--- config.mk ---
export PLATFORM = sky130hd
export DESIGN_NAME = bpcs_top
export DESIGN_NICKNAME = d
export VERILOG_FILES = /design/src/bpcs_pkg.sv /design/src/bpcs_stream_if.sv /design/src/bpcs_top.sv /design/src/bpcs_fifo.sv /design/src/bpcs_sync_hunt.sv
export VERILOG_INCLUDE_DIRS = /design/src
export SDC_FILE = /design/constraint.sdc
export NUM_CORES = 1
export LEC_CHECK = 0
export ABC_AREA = 0
export ABC_CLOCK_PERIOD_IN_PS = 5130
export BUFFER_PORTS_ARGS = -buffer_cell sky130_fd_sc_hd__buf_2
export CORE_MARGIN = 1
export CORE_UTILIZATION = 45
export CTS_CLUSTER_SIZE = 16
export DETAILED_ROUTE_END_ITERATION = 6
export GPL_TIMING_DRIVEN = 0
export PLACE_DENSITY = 0.69
export REMOVE_ABC_BUFFERS = 1
export SLEW_MARGIN = 10
export SYNTH_ARGS = -nofsm -noshare
export SYNTH_HDL_FRONTEND = slang
export SYNTH_SLANG_ARGS = --single-unit
--- constraint.sdc ---
create_clock -name mclk_i -period 5.13 [get_ports mclk_i]
set_input_delay 0.2565 -clock mclk_i [delete_from_list [all_inputs] [get_ports mclk_i]]
set_output_delay 0.2565 -clock mclk_i [all_outputs]
set_load 0.05 [all_outputs]
--- src/bpcs_map.svh ---
// constants of the byte-port configuration sequencer
`ifndef BPCS_MAP_SVH
`define BPCS_MAP_SVH
// ----------------------------------------------------------------------------
// clock and timing
// ----------------------------------------------------------------------------
`define BPCS_CLK_MHZ        40
`define BPCS_NOHS_LIMIT_MHZ 50
// clear phase length in cycles
`define BPCS_CLEAR_CYCLES   16'h0400
// cycles that an aborted operation keeps busy raised
`define BPCS_ABORT_CYCLES   4'h4
// bytes queued before busy is raised at fast clock by the drain side
`define BPCS_FIFO_DEPTH     32
`define BPCS_FIFO_WIDTH     8
// ----------------------------------------------------------------------------
// synchronisation word and mode codes
// ----------------------------------------------------------------------------
`define BPCS_SYNC_WORD      32'haa995566
`define BPCS_MODE_JTAG_A    3'h5
`define BPCS_MODE_JTAG_B    3'h1
// start-up option bits
`define BPCS_OPT_WAIT_DONE  0
`define BPCS_OPT_WAIT_LOCK  1
`endif

--- src/bpcs_pkg.sv ---
// types of the byte-port configuration sequencer
package bpcs_pkg;
  typedef enum logic [2:0] {
    SEQ_CLEAR,
    SEQ_WAIT_INIT,
    SEQ_LOAD,
    SEQ_DONE_UP,
    SEQ_GTS_OFF,
    SEQ_RUN
  } bpcs_seq_type;
endpackage : bpcs_pkg

--- src/bpcs_stream_if.sv ---
// byte stream carrier between the port front end and the fifo
interface bpcs_stream_if;
  logic [7:0] data;
  logic       valid;
  logic       ready;
  modport src (output data, output valid, input ready);
  modport snk (input data, input valid, output ready);
endinterface : bpcs_stream_if

--- src/bpcs_top.sv ---
// byte-port configuration sequencer: port, jtag load and start-up
`include "bpcs_map.svh"
module bpcs_top (
  input  wire logic       mclk_i,
  input  wire logic       nrst_i,
  input  wire logic       program_n_i,
  input  wire logic       sel_n_i,
  input  wire logic       write_n_i,
  input  wire logic [7:0] data_i,
  output logic            busy_o,
  input  wire logic       fast_clock_i,
  input  wire logic       scan_load_i,
  input  wire logic       scan_shift_i,
  input  wire logic       scan_tdi_i,
  input  wire logic [2:0] mode_select_pins_i,
  output logic            scan_mode_o,
  input  wire logic       clear_status_i,
  output logic            clear_status_o,
  output logic            clear_status_oe_o,
  input  wire logic       done_line_i,
  output logic            done_o,
  input  wire logic [1:0] startup_opt_i,
  input  wire logic       dll_lock_i,
  output logic            global_tristate_o,
  output logic            global_set_reset_o,
  output logic            global_write_enable_o,
  output logic            aligned_o,
  output logic            word_vld_o,
  output logic [31:0]     word_o
);

  // ----------------------------------------------------------------------------
  // pin synchronisers
  // ----------------------------------------------------------------------------
  localparam int NS = 15;
  wire  [NS-1:0] raw = {program_n_i, sel_n_i, write_n_i, data_i,
                        scan_shift_i, scan_tdi_i, clear_status_i, done_line_i};
  logic [NS-1:0] s1_q;
  logic [NS-1:0] s2_q;
  always_ff @(posedge mclk_i or negedge nrst_i)
  begin
    if (!nrst_i)
    begin
      s1_q <= {3'h7, 8'h00, 4'h0};
      s2_q <= {3'h7, 8'h00, 4'h0};
    end
    else
    begin
      s1_q <= raw;
      s2_q <= s1_q;
    end
  end
  wire       prog_n  = s2_q[14];
  wire       sel_n   = s2_q[13];
  wire       wr_n    = s2_q[12];
  wire [7:0] dpins   = s2_q[11:4];
  wire       sh_en   = s2_q[3];
  wire       tdi     = s2_q[2];
  wire       clr_in  = s2_q[1];
  wire       done_ln = s2_q[0];

  // reverse lines so data line 0 becomes byte msb
  function automatic logic [7:0] bit_rev(input logic [7:0] v);
    logic [7:0] r;
    r = '0;
    for (int i = 0; i < 8; i++)
      r[7-i] = v[i];
    return r;
  endfunction : bit_rev
  wire [7:0] pin_byte = bit_rev(dpins);

  // ----------------------------------------------------------------------------
  // sequencer
  // ----------------------------------------------------------------------------
  bpcs_pkg::bpcs_seq_type st_q;
  logic [15:0] clr_cnt_q;
  wire opt_done = startup_opt_i[`BPCS_OPT_WAIT_DONE];
  wire opt_lock = startup_opt_i[`BPCS_OPT_WAIT_LOCK];
  // release gate: shared done and lock when chosen
  wire go_on    = (!opt_done || done_ln) && (!opt_lock || dll_lock_i);
  wire load_ph  = st_q == bpcs_pkg::SEQ_LOAD;
  logic load_end;
  always_ff @(posedge mclk_i or negedge nrst_i)
  begin
    if (!nrst_i)
    begin
      st_q      <= bpcs_pkg::SEQ_CLEAR;
      clr_cnt_q <= '0;
    end
    else if (!prog_n)
    begin
      st_q      <= bpcs_pkg::SEQ_CLEAR;
      clr_cnt_q <= '0;
    end
    else
    begin
      case (st_q)
        bpcs_pkg::SEQ_CLEAR:
        begin
          clr_cnt_q <= clr_cnt_q + 1'b1;
          if (clr_cnt_q == `BPCS_CLEAR_CYCLES - 16'h0001)
            st_q <= bpcs_pkg::SEQ_WAIT_INIT;
        end
        bpcs_pkg::SEQ_WAIT_INIT:
          if (clr_in)
            st_q <= bpcs_pkg::SEQ_LOAD;
        bpcs_pkg::SEQ_LOAD:
          if (load_end)
            st_q <= bpcs_pkg::SEQ_DONE_UP;
        bpcs_pkg::SEQ_DONE_UP:
          if (go_on)
            st_q <= bpcs_pkg::SEQ_GTS_OFF;
        bpcs_pkg::SEQ_GTS_OFF:
          if (go_on)
            st_q <= bpcs_pkg::SEQ_RUN;
        bpcs_pkg::SEQ_RUN:
          st_q <= bpcs_pkg::SEQ_RUN;
        default:
          st_q <= bpcs_pkg::SEQ_CLEAR;
      endcase
    end
  end
  // open drain clear status: low while clearing
  assign clear_status_o    = 1'b0;
  assign clear_status_oe_o = st_q == bpcs_pkg::SEQ_CLEAR;
  logic done_q;
  logic gts_q;
  logic gsr_q;
  always_ff @(posedge mclk_i or negedge nrst_i)
  begin
    if (!nrst_i)
    begin
      done_q <= 1'b0;
      gts_q  <= 1'b1;
      gsr_q  <= 1'b1;
    end
    else
    begin
      done_q <= st_q inside {bpcs_pkg::SEQ_DONE_UP, bpcs_pkg::SEQ_GTS_OFF,
                             bpcs_pkg::SEQ_RUN};
      gts_q  <= !(st_q inside {bpcs_pkg::SEQ_GTS_OFF, bpcs_pkg::SEQ_RUN});
      gsr_q  <= st_q != bpcs_pkg::SEQ_RUN;
    end
  end
  assign done_o                = done_q;
  assign global_tristate_o     = gts_q;
  assign global_set_reset_o    = gsr_q;
  assign global_write_enable_o = !gsr_q;

  // ----------------------------------------------------------------------------
  // byte port: abort detection and busy
  // ----------------------------------------------------------------------------
  logic sel_d1_q;
  logic wr_d1_q;
  logic [3:0] abort_q;
  // write level changed while select held on two edges
  wire dir_flip = !sel_n && !sel_d1_q && (wr_n != wr_d1_q);
  wire aborting = abort_q != 4'h0;
  always_ff @(posedge mclk_i or negedge nrst_i)
  begin
    if (!nrst_i)
    begin
      sel_d1_q <= 1'b1;
      wr_d1_q  <= 1'b1;
      abort_q  <= '0;
    end
    else
    begin
      sel_d1_q <= sel_n;
      wr_d1_q  <= wr_n;
      if (dir_flip)
        abort_q <= `BPCS_ABORT_CYCLES;
      else if (aborting)
        abort_q <= abort_q - 4'h1;
    end
  end

  // ----------------------------------------------------------------------------
  // byte sources into the fifo
  // ----------------------------------------------------------------------------
  bpcs_stream_if fin ();
  bpcs_stream_if fout ();
  logic [2:0] bit_cnt_q;
  logic [7:0] bit_sh_q;
  logic       bit_vld_q;
  wire  scan_md = mode_select_pins_i == `BPCS_MODE_JTAG_A ||
                  mode_select_pins_i == `BPCS_MODE_JTAG_B;
  assign scan_mode_o = scan_md;
  // scan path usable whatever the mode pins, it needs the load instruction, shift enable and the load phase
  wire  scan_on = scan_load_i && sh_en && load_ph;
  always_ff @(posedge mclk_i or negedge nrst_i)
  begin
    if (!nrst_i)
    begin
      bit_cnt_q <= '0;
      bit_sh_q  <= '0;
      bit_vld_q <= 1'b0;
    end
    else
    begin
      bit_vld_q <= 1'b0;
      if (scan_on)
      begin
        bit_sh_q  <= {bit_sh_q[6:0], tdi};
        bit_cnt_q <= bit_cnt_q + 1'b1;
        bit_vld_q <= bit_cnt_q == 3'h7;
      end
    end
  end
  // busy: fast clock back-pressure or abort hold
  wire stall = fast_clock_i && !fin.ready;
  wire busy  = aborting || stall;
  assign busy_o = busy;
  // capture on edge with select and write low, busy low
  wire port_take = !sel_n && !wr_n && !busy && load_ph && !dir_flip;
  assign fin.valid = port_take || (bit_vld_q && !busy);
  assign fin.data  = bit_vld_q ? bit_sh_q : pin_byte;

  bpcs_fifo #(
    .WIDTH (`BPCS_FIFO_WIDTH),
    .DEPTH (`BPCS_FIFO_DEPTH)
  ) u_fifo (
    .mclk_i (mclk_i),
    .nrst_i (nrst_i),
    .in_s   (fin.snk),
    .out_s  (fout.src)
  );

  // drain one byte every other cycle at fast clock so the fifo can fill
  logic pace_q;
  always_ff @(posedge mclk_i or negedge nrst_i)
  begin
    if (!nrst_i)
      pace_q <= 1'b0;
    else
      pace_q <= !pace_q;
  end
  bpcs_stream_if hin ();
  assign hin.data  = fout.data;
  assign hin.valid = fout.valid && (!fast_clock_i || pace_q);
  assign fout.ready = hin.ready && (!fast_clock_i || pace_q);

  logic hunt_ready;
  bpcs_sync_hunt u_hunt (
    .mclk_i       (mclk_i),
    .nrst_i       (nrst_i),
    .lose_align_i (dir_flip || !prog_n),
    .in_s         (hin.snk),
    .aligned_o    (aligned_o),
    .word_vld_o   (word_vld_o),
    .word_o       (word_o)
  );
  assign hunt_ready = hin.ready;
  // load ends when an assembled word equals the end word 0000000d
  assign load_end = word_vld_o && word_o == 32'h0000000d;
endmodule : bpcs_top

--- src/bpcs_fifo.sv ---
// byte fifo with valid and ready on both sides
module bpcs_fifo #(
  parameter int WIDTH = 8,
  parameter int DEPTH = 32
) (
  input  wire logic mclk_i,
  input  wire logic nrst_i,
  bpcs_stream_if.snk in_s,
  bpcs_stream_if.src out_s
);
  localparam int AW = $clog2(DEPTH);
  logic [WIDTH-1:0] mem [DEPTH];
  logic [AW-1:0]    wr_q;
  logic [AW-1:0]    rd_q;
  logic [AW:0]      cnt_q;
  wire              push = in_s.valid && in_s.ready;
  wire              pop  = out_s.valid && out_s.ready;
  // honest full and empty flags
  assign in_s.ready  = cnt_q < (AW+1)'(DEPTH);
  assign out_s.valid = cnt_q != '0;
  assign out_s.data  = mem[rd_q];
  // ----------------------------------------------------------------------------
  // pointers and count
  // ----------------------------------------------------------------------------
  always_ff @(posedge mclk_i or negedge nrst_i)
  begin
    if (!nrst_i)
    begin
      wr_q  <= '0;
      rd_q  <= '0;
      cnt_q <= '0;
    end
    else
    begin
      if (push)
        wr_q <= wr_q + 1'b1;
      if (pop)
        rd_q <= rd_q + 1'b1;
      cnt_q <= cnt_q + (AW+1)'(push) - (AW+1)'(pop);
    end
  end
  // storage has no reset
  always_ff @(posedge mclk_i)
  begin
    if (push)
      mem[wr_q] <= in_s.data;
  end
endmodule : bpcs_fifo

--- src/bpcs_sync_hunt.sv ---
// byte to word assembly with synchronisation search
`include "bpcs_map.svh"
module bpcs_sync_hunt (
  input  wire logic        mclk_i,
  input  wire logic        nrst_i,
  input  wire logic        lose_align_i,
  bpcs_stream_if.snk       in_s,
  output logic             aligned_o,
  output logic             word_vld_o,
  output logic [31:0]      word_o
);
  logic [31:0] shf_q;
  logic [1:0]  cnt_q;
  logic        aligned_q;
  logic        vld_q;
  wire         take     = in_s.valid;
  wire [31:0]  shf_nx   = {shf_q[23:0], in_s.data};
  wire         sync_hit = shf_nx == `BPCS_SYNC_WORD;
  assign in_s.ready = 1'b1;
  assign aligned_o  = aligned_q;
  assign word_vld_o = vld_q;
  assign word_o     = shf_q;
  // ----------------------------------------------------------------------------
  // hunt realigns on the byte where the pattern ends
  // ----------------------------------------------------------------------------
  always_ff @(posedge mclk_i or negedge nrst_i)
  begin
    if (!nrst_i)
    begin
      shf_q     <= '0;
      cnt_q     <= '0;
      aligned_q <= 1'b0;
      vld_q     <= 1'b0;
    end
    else
    begin
      vld_q <= 1'b0;
      if (lose_align_i)
      begin
        aligned_q <= 1'b0;
        cnt_q     <= '0;
      end
      else if (take)
      begin
        shf_q <= shf_nx;
        if (!aligned_q)
        begin
          aligned_q <= sync_hit;
          cnt_q     <= '0;
        end
        else
        begin
          cnt_q <= cnt_q + 1'b1;
          vld_q <= cnt_q == 2'h3;
        end
      end
    end
  end
endmodule : bpcs_sync_hunt

* After elaboration in Yosys (flattened, before gate mapping) *
Memory sizes are Yosys's and may differ from the RTL's.
Cells that the tools add are included.

operators by class
  add/sub/neg operators = 8
  magnitude comparators = 1
  equality and inequality tests = 20
  muxes and demuxes = 24
  bitwise operators = 1
  reduce and logical (&&, ||, !) cells = 43

operator list
  kind                                              count
  == test 32 bit (second input constant)            1
  == test 32 x 4 -> 1 bit (second input constant)   1
  2-to-1 mux 16 bit                                 2
  2-to-1 mux 3 bit                                  6
  one-hot mux 3 bit (6 select lines)                1
  adder 16 x 1 -> 16 bit (second input constant)    1
  == test 16 x 10 -> 1 bit (second input constant)  1
  logical AND 1 bit                                 14
  zero test 1 bit                                   13
  == test 3 bit (second input constant)             4
  != test 3 bit (second input constant)             4
  adder 5 x 1 -> 5 bit (second input constant)      2
  2-to-1 mux 1 bit                                  9
  2-to-1 mux 4 bit                                  2
  2-to-1 mux 8 bit                                  1
  logical OR 1 bit                                  7
  adder 6 x 1 -> 6 bit                              1
  == test 3 x 1 -> 1 bit (second input constant)    2
  == test 3 x 2 -> 1 bit (second input constant)    2
  < comparator 6 bit (second input constant)        1
  2-to-1 mux 2 bit                                  3
  != test 3 x 2 -> 1 bit (second input constant)    2
  nonzero test 2 bit                                3
  nonzero test 6 bit                                1
  13 further kinds                                  13

storage, ports and cells
  register bits after elaboration = 123
  memory bits (writable) = 256
  output and inout bits = 42
  memories = 1

memories
  memory      words  width  read ports  clocked after memory_dff  write ports  line             RTL
  u_fifo.mem  32     8      1           0                         1            bpcs_fifo.sv:12  logic [WIDTH-1:0] mem [DEPTH];

* Logic depth before layout (Yosys ltp) *
  depth in word-level cells = 12
  gate-level depth with buffers = 13

* Hierarchy *
A second synthesis with hierarchy kept.

second synthesis, totals
  cell total of the unflattened synthesis = 889
  area total of the unflattened synthesis = 15,233.4 um^2

modules (own cells, without submodules)
  module          instances  cells each  area each (um^2)  sequential area each (um^2)
  bpcs_fifo       1          552         10,819.1          8,087.8
  bpcs_top        1          241         2,886.5           1,789.2
  bpcs_sync_hunt  1          96          1,527.7           900.9

* Worst setup path before layout *
Ideal clock, no wire load.

  path kind = reg2reg
  start point = register abort_q[0]
  end point = memory u_fifo.mem[23][0], enable pin
  setup time = 0.385 ns
  arrival = 2.443 ns
  setup slack = 2.302 ns
  stages on the path, launching flop included = 8
  cells stage by stage = dfrtp_1 > inv_1 > ha_1 > nor3b_1 > nor3b_1 > buf_2 > nand3_1 > nor3b_1

on the way
  longest elaborated chain between the ends = 10
  elaborated cells on any way between the ends = 11

RTL lines
  element                                     line                              RTL
  from (decl)                                 bpcs_top.sv:155                   logic [3:0] abort_q;
  from (signal assigned)                      bpcs_top.sv:172                   abort_q <= `BPCS_ABORT_CYCLES;
  from (signal assigned)                      bpcs_top.sv:174                   abort_q <= abort_q - 4'h1;
  nonzero test 4 bit (*)                      bpcs_top.sv:158                   wire aborting = abort_q != 4'h0;
  logical OR 1 bit (*)                        bpcs_top.sv:212                   wire busy = aborting || stall;
  zero test 1 bit (*)                         bpcs_top.sv:215, bpcs_top.sv:216
  logical AND 1 bit (3 in series)             bpcs_top.sv:215                   wire port_take = !sel_n && !wr_n && !busy && load_ph && !dir_flip;
  logical OR 1 bit (*)                        bpcs_top.sv:216                   assign fin.valid = port_take || (bit_vld_q && !busy);
  logical AND 1 bit (*)                       bpcs_fifo.sv:16                   wire push = in_s.valid && in_s.ready;
  2-to-1 mux 1 bit (*)                        bpcs_fifo.sv:45                   if (push)
  2-to-1 mux 1 bit (not written as such) (*)  bpcs_fifo.sv:46                   mem[wr_q] <= in_s.data;
  to (decl)                                   bpcs_fifo.sv:12

Mark *: on every way between the ends. The rest lies on a longest branch, timed or not.

* Worst setup path in the final report *
  start point = register abort_q[0]
  end point = memory u_fifo.mem[10][2], enable pin

The elaborated chain is that of the path after synthesis.

==> metrics.yaml <==
status: "finished clean"
dp_hpwl_um: 18500
synth_xor_area_share_pct: 1.67
crit_path_start_kind: "flop"
synth_edf_count: 256
cp_cell_sequence: "inv_1 > ha_1 > nor3b_1 > nor3b_2 > nand2_1 > nor2_1"
place_congestion: 0.773
yosysSeqAreaShare_pct: 70.7
fin_hold_ws_ns: 0.156
gr-total-overflow: 0
reg2reg_depth: 6
cp_data_arrival_time_ns: 4.14
clk_latency_ns: 0.53
crit_type: "reg2reg"
die_y_um: 186
fmax_mhz: 249
cp-startpoint: "abort_q[0]"
slew_headroom_pct: 24.2
leakage_uw: 0.00649
maxSlewViolCount: 0
drt_iter0_markers: 709
max_stage_delay_ns: 0.93
cp_slowest_cell: "nor2_1"
die_x_um: 186
routed_wl_um: 30100
grt_pass1_wl_um: 46500
finalSetupViolations: 0
critical_path.max_fanout: 11
clkSlewWorstSetupHoldPaths_ns: 0.06
yosys_warnings: 0
synth_top_family_by_area: "multiplexers"
post_cts_buffers: 0
yosys.area_share.adder_pct: 1.69
antenna_found_initial: 0
viasPerCell: 5.50
synth_area_mm2: 0.0152
synthToLayoutAreaGrowth_pct: 14.8
ctsHtreeMaxLevel: 2
cts_tree: "built"
fill_cells: 2664
holdPathStages: 4
p_per_area_mw_per_mm2: 524
multiInputGateArea_mm2: 0.00415
vias: 8074
drive_above_1_share_pct: 22.6
crit_path_end_kind: "flop"
rsz0062_at_grt: "false"
reg2reg_from: "abort_q[0]"
async_flop_share_pct: 32.5
ir_worst_vdd_mv: 0.372
ant_nets: 0
grt_pass1_vias: 8081
root_buffer: "clkbuf_16"
dpl-instance-area_mm2: 0.0160
ys_types: 60
tns_ns: 0
clock_sinks: 379
cts.path.max_buffers: 3
worst_ep_required_time_ns: 5.26
hold_start: "startup_opt_i[1]"
min_path_type: "in2reg"
fin_crit_ns: 4.01
avgSynthCellArea_um2: 16.8
remaining_drc_errors: 0
cts_hold_buffers: 16
cap_violations: 0
ys_ff_latch: 379
num_antenna_cells: 0
fin_crit_sh_pct: 78.1
rrSetupSlack_ns: 1.12
utilization_pct: 52.3
hold_violations: 0
cts_buffers: 39
layout.nets: 1037
first_pass_iters: 5
endpoint: "u_fifo.mem[10][2]"
grt_start_max_net_pins: 79
die_area_mm2: 0.0346
core_area_mm2: 0.0334
r2r-end: "u_fifo.mem[10][2]"
cts_resized: 0
numPortBuffers: 64
worstMarginPinSlew_ns: 1.13
synthMuxAreaShare_pct: 13.1
skew_ns: 0.0254
fp-row-count: 67
final_area_mm2: 0.0175
wl_per_cell_um: 20.5
io_pins: 67
grt_usage_pct: 18.1
synth_top_flop_cell: "edfxtp_1"
synthSimpleGateAreaFrac_pct: 6.91
start_util_pct: 45.6
syn_inst: 908
synth_compound_area_share_pct: 3.64
seqCellArea_mm2: 0.0108
==> kinds of logic after synthesis <==
| kind of cell | after synthesis |
|---|---|
| compound gates | 80 |
| xor+xnor | 29 |
| fa+ha+maj | 20 |
| buf+inv | 62 |
| flops | 379 |
| mux | 137 |
| other cells | 1 |
| simple gates | 200 |
==> critical path: cells and delay by family (launching register included) <==
kind	cells	cell delay (ns)
DFF	1	0.38
buffers and inverters	1	0.11
and+or+nand+nor	4	2.98
adders and majority gates	1	0.15
==> per-layer routing <==
layer	routed length [um]	track usage, %	vias to the layer above
met5	0	0	-
met1	13100	24.9	4108
met3	1690	3.13	62
met2	14500	29.4	254
met4	811	5.70	0
li1	-	-	3650
==> flip-flops by register name (all words and copies together) (netlist names), 2 cells and up <==
register,count
u_fifo.mem,256
clr_cnt_q,16
u_hunt.word_o,32
st_q,3
s2_q,15
bit_cnt_q,3
u_fifo.wr_q,5
u_fifo.rd_q,5
u_fifo.cnt_q,6
bit_sh_q,8
u_hunt.cnt_q,2
s1_q,15
abort_q,4
==> stage by stage <==
stage / setup WS [ns] / total power [uW] / std cells
floorplan: 1.11 / 5620 / 866
global placement: -0.607 / 6380 / 1378
detailed placement: 1.15 / 6350 / 1383
CTS: 1.13 / 9230 / 1469
global route: 0.879 / 9560 / 1469
finish: 1.12 / 9170 / 1469
==> cell usage in the layout, fill, tap and decap left out, drive strengths merged, types with 17 or more instances in the layout <==
cell,n
inv,21
and2,17
mux4,42
edfxtp,256
nor2,47
xnor2,23
nand3,19
nand2,40
a21oi,18
mux2i,49
buf,69
dfrtp,113
clkbuf,63
ha,19
mux2,46
==> cell type report <==
class	count	share of cell area, %
clock buffers	63	6.90
well taps	448	3.20
flip-flops and latches	379	61.6
multi-input cells	467	23.7
inverters	20	0.429
repair buffers	85	3.45
clock inverters	7	0.644
==> synth_stat cells, types with 18 or more instances <==
| master | instances | area, um^2 |
|---|---|---|
| a21oi_1 | 18 | 90.1 |
| nand2_1 | 39 | 146 |
| ha_1 | 19 | 238 |
| xnor2_1 | 23 | 201 |
| edfxtp_1 | 256 | 7690 |
| mux2i_1 | 49 | 490 |
| nor2_1 | 47 | 176 |
| dfrtp_1 | 113 | 2830 |
| mux4_2 | 29 | 653 |
| inv_1 | 20 | 75.1 |
| mux2_2 | 46 | 518 |
| nand3_1 | 19 | 95.1 |
==> worst min path at each step <==
stage                         end
detailed placement  clr_cnt_q[12]
floorplan              abort_q[0]
CTS                       st_q[2]
finish                    st_q[2]
global placement          s2_q[8]
global route              st_q[2]
==> where the power goes <==
part,total (uW),internal [uW],switching [uW]
combinational,2440,993,1440
clock,2870,1760,1110
sequential,3870,3490,382
total,9170,6240,2940
No activity file was read; power rests on OpenSTA's default activity.
